**src/inc/regbuf_pkg.sv**
```systemverilog
package regbuf_pkg;

  // link widths
  localparam int WIDE_BITS = 25;
  localparam int NARROW_BITS = 14;

  // bit positions of the ungated control copies
  localparam int CKE_POS = 0;
  localparam int ODT_POS_A = 3;
  localparam int CS_POS = 6;
  localparam int ODT_POS_B = 10;
  localparam int CKE_POS_B = 13;

  // ungated masks per pin map
  localparam logic [24:0] KEEP_MASK_A = 25'h0000049;
  localparam logic [24:0] KEEP_MASK_B = 25'h0002440;

  // receiver wake-up after reset release
  localparam int CLK_PERIOD_NS = 40;
  localparam int RX_ACT_NS = 10;
  localparam logic [3:0] RX_ACT_CYCLES =
    4'((RX_ACT_NS + CLK_PERIOD_NS - 1) / CLK_PERIOD_NS);

  // controller register offsets
  localparam logic [7:0] CTRL_OFF = 8'h00;
  localparam logic [7:0] DATA_OFF = 8'h04;
  localparam logic [7:0] STATUS_OFF = 8'h08;

  // controller field positions
  localparam int CTRL_RUN_BIT = 0;
  localparam int CTRL_FANOUT_BIT = 1;
  localparam int CTRL_MAP_BIT = 2;
  localparam int CTRL_RANK_CS_BIT = 3;
  localparam int STATUS_RUN_BIT = 0;
  localparam int STATUS_COUNT_LSB = 16;

  // reset values
  localparam logic [3:0] CTRL_RESET = 4'h0;
  localparam logic [24:0] DATA_RESET = 25'h0000000;
  localparam logic [15:0] COUNT_RESET = 16'h0000;

  // operating modes, one-hot
  typedef enum logic [2:0] {
    MODE_WIDE = 3'b001,
    MODE_MAP_A = 3'b010,
    MODE_MAP_B = 3'b100
  } mode_e;

endpackage

```
**src/inc/regbuf_if.sv**
```systemverilog
`timescale 1ns/1ps
interface regbuf_if;
  logic [24:0] buffer_inputs;
  logic rank_chip_select;
  logic fanout_select;
  logic map_ab_select;
  logic reset_n;

  modport device (
    input buffer_inputs,
    input rank_chip_select,
    input fanout_select,
    input map_ab_select,
    input reset_n
  );

  modport host (
    output buffer_inputs,
    output rank_chip_select,
    output fanout_select,
    output map_ab_select,
    output reset_n
  );
endinterface

```
**src/logic/regbuf_host.sv**
```systemverilog
// The implementer's own choices: register access over AHB-Lite and the register offsets.
`timescale 1ns/1ps
module regbuf_host (
  // clock and reset
  input wire logic hclk,
  input wire logic hresetn,
  // ahb-lite slave
  input wire logic hsel,
  input wire logic [31:0] haddr,
  input wire logic [1:0] htrans,
  input wire logic hwrite,
  input wire logic [2:0] hsize,
  input wire logic [31:0] hwdata,
  input wire logic hready,
  output logic [31:0] hrdata,
  output logic hreadyout,
  output logic hresp,
  // link to the buffer
  regbuf_if.host link
);
  import regbuf_pkg::*;

  logic [3:0] ctrl;
  logic [24:0] data;
  logic [15:0] count;
  logic wr_pending;
  logic [7:0] wr_addr;
  logic rd_take;
  logic [31:0] next_rdata;

  // address phase capture for writes; zero wait, always okay
  always_ff @(posedge hclk or negedge hresetn) begin
    if (!hresetn) begin
      wr_pending <= 1'b0;
      wr_addr <= 8'h00;
    end else begin
      wr_pending <= hsel & htrans[1] & hready & hwrite;
      wr_addr <= haddr[7:0];
    end
  end

  assign rd_take = hsel & htrans[1] & hready & ~hwrite;

  // fanout and map configuration changes only while the buffer is held in reset; run and rank select always writable
  always_ff @(posedge hclk or negedge hresetn) begin
    if (!hresetn) begin
      ctrl <= CTRL_RESET;
    end else if (wr_pending && wr_addr == CTRL_OFF) begin
      if (!ctrl[CTRL_RUN_BIT]) begin
        ctrl <= hwdata[3:0];
      end else begin
        ctrl[CTRL_RUN_BIT] <= hwdata[CTRL_RUN_BIT];
        ctrl[CTRL_RANK_CS_BIT] <= hwdata[CTRL_RANK_CS_BIT];
      end
    end
  end

  // data word and issued-word count
  always_ff @(posedge hclk or negedge hresetn) begin
    if (!hresetn) begin
      data <= DATA_RESET;
      count <= COUNT_RESET;
    end else if (wr_pending && wr_addr == DATA_OFF) begin
      data <= hwdata[24:0];
      count <= count + 16'h0001;
    end
  end

  // read mux, unmapped reads zero
  always_comb begin
    if (haddr[7:0] == CTRL_OFF) begin
      next_rdata = {28'h0000000, ctrl};
    end else if (haddr[7:0] == DATA_OFF) begin
      next_rdata = {7'h00, data};
    end else if (haddr[7:0] == STATUS_OFF) begin
      next_rdata = {count, 15'h0000, ctrl[CTRL_RUN_BIT]};
    end else begin
      next_rdata = 32'h00000000;
    end
  end

  always_ff @(posedge hclk or negedge hresetn) begin
    if (!hresetn) begin
      hrdata <= 32'h00000000;
    end else if (rd_take) begin
      hrdata <= next_rdata;
    end
  end

  // link pins always driven to valid levels from flops
  always_ff @(posedge hclk or negedge hresetn) begin
    if (!hresetn) begin
      link.reset_n <= 1'b0;
      link.fanout_select <= 1'b0;
      link.map_ab_select <= 1'b0;
      link.rank_chip_select <= 1'b0;
      link.buffer_inputs <= DATA_RESET;
    end else begin
      link.reset_n <= ctrl[CTRL_RUN_BIT];
      link.fanout_select <= ctrl[CTRL_FANOUT_BIT];
      link.map_ab_select <= ctrl[CTRL_MAP_BIT];
      link.rank_chip_select <= ctrl[CTRL_RANK_CS_BIT];
      link.buffer_inputs <= ctrl[CTRL_RUN_BIT] ? data : DATA_RESET;
    end
  end

  // bus answer from flops: never waits, never errors
  always_ff @(posedge hclk or negedge hresetn) begin
    if (!hresetn) begin
      hreadyout <= 1'b1;
      hresp <= 1'b0;
    end else begin
      hreadyout <= 1'b1;
      hresp <= 1'b0;
    end
  end

endmodule

```
**src/flat_wrapper.sv**
```systemverilog
// flat-port wrapper written by rule: the top's interface ports become plain ports
module regbuf_host_flat import regbuf_pkg::*;
  (hclk, hresetn, hsel, haddr, htrans, hwrite, hsize, hwdata, hready, hrdata, hreadyout, hresp, link_buffer_inputs, link_rank_chip_select, link_fanout_select, link_map_ab_select, link_reset_n);
  regbuf_if link_i ();
  input wire logic hclk;
  input wire logic hresetn;
  input wire logic hsel;
  input wire logic [31:0] haddr;
  input wire logic [1:0] htrans;
  input wire logic hwrite;
  input wire logic [2:0] hsize;
  input wire logic [31:0] hwdata;
  input wire logic hready;
  output logic [31:0] hrdata;
  output logic hreadyout;
  output logic hresp;
  output wire logic [$bits(link_i.buffer_inputs)-1:0] link_buffer_inputs;
  output wire logic [$bits(link_i.rank_chip_select)-1:0] link_rank_chip_select;
  output wire logic [$bits(link_i.fanout_select)-1:0] link_fanout_select;
  output wire logic [$bits(link_i.map_ab_select)-1:0] link_map_ab_select;
  output wire logic [$bits(link_i.reset_n)-1:0] link_reset_n;
  assign link_buffer_inputs = link_i.buffer_inputs;
  assign link_rank_chip_select = link_i.rank_chip_select;
  assign link_fanout_select = link_i.fanout_select;
  assign link_map_ab_select = link_i.map_ab_select;
  assign link_reset_n = link_i.reset_n;
  regbuf_host u_core (.hclk(hclk), .hresetn(hresetn), .hsel(hsel), .haddr(haddr), .htrans(htrans), .hwrite(hwrite), .hsize(hsize), .hwdata(hwdata), .hready(hready), .hrdata(hrdata), .hreadyout(hreadyout), .hresp(hresp), .link(link_i));
endmodule
```
**config.mk**
```make
export PLATFORM = sky130hd
export DESIGN_NAME = regbuf_host_flat
export DESIGN_NICKNAME = d
export VERILOG_FILES = /design/src/inc/regbuf_pkg.sv /design/src/inc/regbuf_if.sv /design/src/logic/regbuf_host.sv /design/src/flat_wrapper.sv
export SDC_FILE = /design/constraint.sdc
export NUM_CORES = 1
export LEC_CHECK = 0
export ABC_CLOCK_PERIOD_IN_PS = 1690
export BUFFER_PORTS_ARGS = -buffer_cell sky130_fd_sc_hd__buf_2
export CAP_MARGIN = 20
export CORE_MARGIN = 4
export CORE_UTILIZATION = 42
export DETAILED_ROUTE_END_ITERATION = 10
export PLACE_DENSITY = 0.8
export SLEW_MARGIN = 0
export SYNTH_ARGS = -nofsm -noshare
export SYNTH_HDL_FRONTEND = slang
export SYNTH_SLANG_ARGS = --single-unit
```
**constraint.sdc**
```tcl
create_clock -name hclk -period 1.69 [get_ports hclk]
set_input_delay 0.169 -clock hclk [delete_from_list [all_inputs] [get_ports hclk]]
set_output_delay 0.169 -clock hclk [all_outputs]
set_load 0.01 [all_outputs]
```
==> metrics.md <==
| Metric | Value |
|---|---|
| Root Buffer | clkbuf_8 |
| Adder-cell share of the synthesized area | 0.290% |
| Mean Syn Cell Area | 14.6 µm² |
| Switching part of the total | 20.0% |
| Post-synthesis xor/xnor area fraction | 3.04% |
| CTS Sinks | 115 |
| Core Area | 9910 µm² |
| Vias per cell | 5.03 |
| Clock network fraction of total power | 55.1% |
| Synthesized flop and latch total | 115 |
| DP Cell Count | 521 |
| Setup CP Type | flip-flop to flip-flop |
| Fill count | 746 |
| IO Count | 137 |
| Largest family of logic cells by synthesized area | simple AND/OR/NAND/NOR gates |
| Ys async rst share | 100% |
| Worst setup EP type | flip-flop |
| GRT overflow | 0 |
| Sequential share of power | 41.5% |
| Final worst path period need | 1.69 ns |
| Fin. max-slew vios | 0 |
| First-pass GRT wire length | 15,400 µm |
| Iteration-0 DRC Markers | 124 |
| Max cap viols | 0 |
| Cells after Synth | 296 |
| Setup ws final | -0.00342 ns |
| Yosys Warn Count | 0 |
| Final hold vios | 0 |
| CTS max path bufs | 2 |
| Worst rel slew slack | 61.2% |
| Outcome | complete, but fails checks |
| Largest net degree at the start of global routing | 116 |
| Post-Route WL | 9870 µm |
| Sum of net half-perimeters after detailed placement | 5780 µm |
| Hold crit path type | input port to flip-flop |
| Comb pwr share | 3.5% |
| Diode count | 0 |
| Number of buffers created by CTS | 17 |
| Area of the multi-input gates | 1420 µm² |
| Worst hold slack | 0.271 ns |
| Die Wd | 109 µm |
| Crit-path max FO | 14 |
| Worst EP arrival | 2.11 ns |
| Setup violations, final | 1 |
| Switching pwr | 1.37 mW |
| Layout net count | 520 |
| RePlAce Congestion | 0.745 |
| Failing checks | negative setup slack |
| Die area | 12,000 µm² |
| Total GRT Usage | 17.0% |
| DR vias | 2,967 |
| Initial antenna violation count | 0 |
| Pre-antenna DRT Iters | 4 |
| # H-tree levels | 4 |
| Startpoint Class | flip-flop |
| IO Port Bufs | 99 |
| Slew @ Worst Pin | 0.582 ns |
| ANT nets after route | 0 |
| Fmax | 0.591 GHz |
| Post-synthesis mux area share | 7.82% |
| Vias in the first global route | 3,112 |
| Final Skew | 0.0107 ns |
| Required @ worst endpoint | 2.10 ns |
| Clk slew on worst S/H paths | 0.06 ns |
| Maximum VDD drop | 0.616 mV |
| Register area share after synthesis | 66.6% |
| Power Density | 1110 nW/µm² |
| Cell-internal power | 5.47 mW |
| EDFF count, synth | 0 |
| Primary FF master, synth | dfrtp_1 |
| Drt drc | 0 |
| CTS tree | done |
| Layout cells sized above 1 | 42.5% |
| Starting Density | 43.6% |
| Synth Area in Simple Gates | 12.0% |
| Unique cell type count in the Yosys netlist | 32 |
| Synth Cell Area | 4320 µm² |
| Die H | 109 µm |
| Num rows | 36 |
| Clk Latency, worst-skew pair | 0.50 ns |
| Register area | 2880 µm² |
| WL/cell | 16.7 µm |
| Layout area overhead | 42.7% |
| Final period util | 100% |
| Non-Filler Instances | 590 |
| Fin util | 62.2% |
| Syn_nets | 371 |
| Post-synthesis compound-gate area fraction | 7.12% |
| P_leak | 3.20 nW |
| RSZ-0062 raised after global routing | yes |
-- power groups by stage --
stage | sequential, mW | combinational (mW) | clock [mW]
final | 2.83 | 0.237 | 3.76
after global routing | 2.84 | 0.265 | 3.98
after CTS | 2.83 | 0.237 | 3.83
after detailed placement | 2.88 | 0.173 | 0
after global placement | 2.88 | 0.166 | 0
after floorplan | 2.87 | 0.0480 | 0
-- critical path, stage by stage (launching register included) --
cell and delay (ns):
dfrtp_1 0.39, nor4b_4 0.37, nand3_4 0.16, buf_12 0.19, nor4_4 0.28, xor2_1 0.21
-- Yosys cell counts, types with 4 or more instances --
master | instances | share of area [%]
a221o_2 | 9 | 2.3
a22o_1 | 19 | 3.9
mux2_2 | 30 | 7.8
nor2_1 | 5 | 0.43
nor3_1 | 5 | 0.58
xnor2_1 | 4 | 0.81
dfrtp_1 | 115 | 67
clkbuf_1 | 6 | 0.52
nand2_1 | 5 | 0.43
a221o_1 | 4 | 0.93
nand4_1 | 4 | 0.58
nand3_1 | 6 | 0.70
xor2_1 | 11 | 2.2
nor4_1 | 6 | 0.87
and2_1 | 37 | 5.4
-- cell type report --
cell class              count  share of cell area, %
well taps                 133                   2.70
clock inverters            13                   3.39
clock buffers              18                   6.78
inverters                   3                  0.183
repair buffers            147                   17.2
multi-input cells         161                   23.1
flip-flops and latches    115                   46.7
-- final timing paths --
path | from | to | slack [ns] | cells after the start
worst max-delay path | u_core.wr_addr[7] | u_core.count[13] | -0.003 | 5
worst min-delay path | haddr[1] | u_core.wr_addr[1] | 0.27 | 1
worst max register to register | u_core.wr_addr[7] | u_core.count[13] | -0.003 | 5
worst min register to register | u_core.ctrl[1] | u_core.link.fanout_select | 0.41 | 0
max in group asynchronous | hresetn | u_core.data[6] | 0.96 | 3
min in group asynchronous | hresetn | u_core.hrdata[11] | 0.31 | 3
-- layer usage --
metal  GRT usage (%)  part of all wire [%]  vias up  routed length, µm
li1                -                     -     1355                  -
met1            20.7                    42     1515               4170
met2            28.6                    51       84               5070
met3            5.34                   5.1       13                504
met4            5.52                   1.3        0                127
met5               0                     0        -                  0
-- through the flow --
stage	instance area (µm²)	power, mW	setup slack (ns)	TNS, ns
2_1_floorplan	4320	2.92	0.150	0
3_3_place_gp	5000	3.04	0.0273	0
3_5_place_dp	5000	3.05	-0.0398	-0.0558
4_1_cts	6010	6.90	0.00927	0
5_1_grt	6160	7.09	-0.0271	-0.0558
6_report	6160	6.83	-0.00342	-0.00342
-- kinds of logic after synthesis --
group                      Yosys count
AOI/OAI and AO/OA                   32
muxes                               30
and+or+nand+nor                     81
xor gates and xnor gates            15
other                                2
adders and majority gates            1
buffers and inverters               20
DFF                                115
-- layout by cell type, fill, tap and decap left out, types with 3 or more instances in the layout --
cell type and n:
nor4_2 5, nor3_1 4, nor2_1 5, nand3_1 4
xor2_1 11, and2_1 37, buf_12 4, nand4_1 4
buf_4 8, xnor2_1 4, mux2_2 28, a221o_2 9
dfrtp_1 115, clkinvlp_4 3, inv_1 3, dlygate4sd3_1 36
dlymetal6s4s_1 3, clkbuf_16 18, nor4_4 4, bufinv_16 5
buf_2 94, nand2_1 5, a22o_1 19, a221o_1 4
-- flip-flops by register name, summed over array words and instances, names as in the netlist --
register and flops:
u_core.link.reset_n 1, u_core.hrdata 32, u_core.link.fanout_select 1, u_core.data 25, u_core.wr_pending 1, u_core.ctrl 4, u_core.link.rank_chip_select 1, u_core.count 16
u_core.link.map_ab_select 1, u_core.link.buffer_inputs 25, u_core.wr_addr 8
-- what timing repair did --
item                                    CTS  global route
endpoints found under the setup margin    6            36
pin swaps                                 0             9
gates cloned                              0             2
setup buffers                             0             1
hold buffers                             36             3
gates resized for setup                   4            15
endpoints found under the hold margin   153             3
Note: power is estimated with default switching activity, not from simulation.
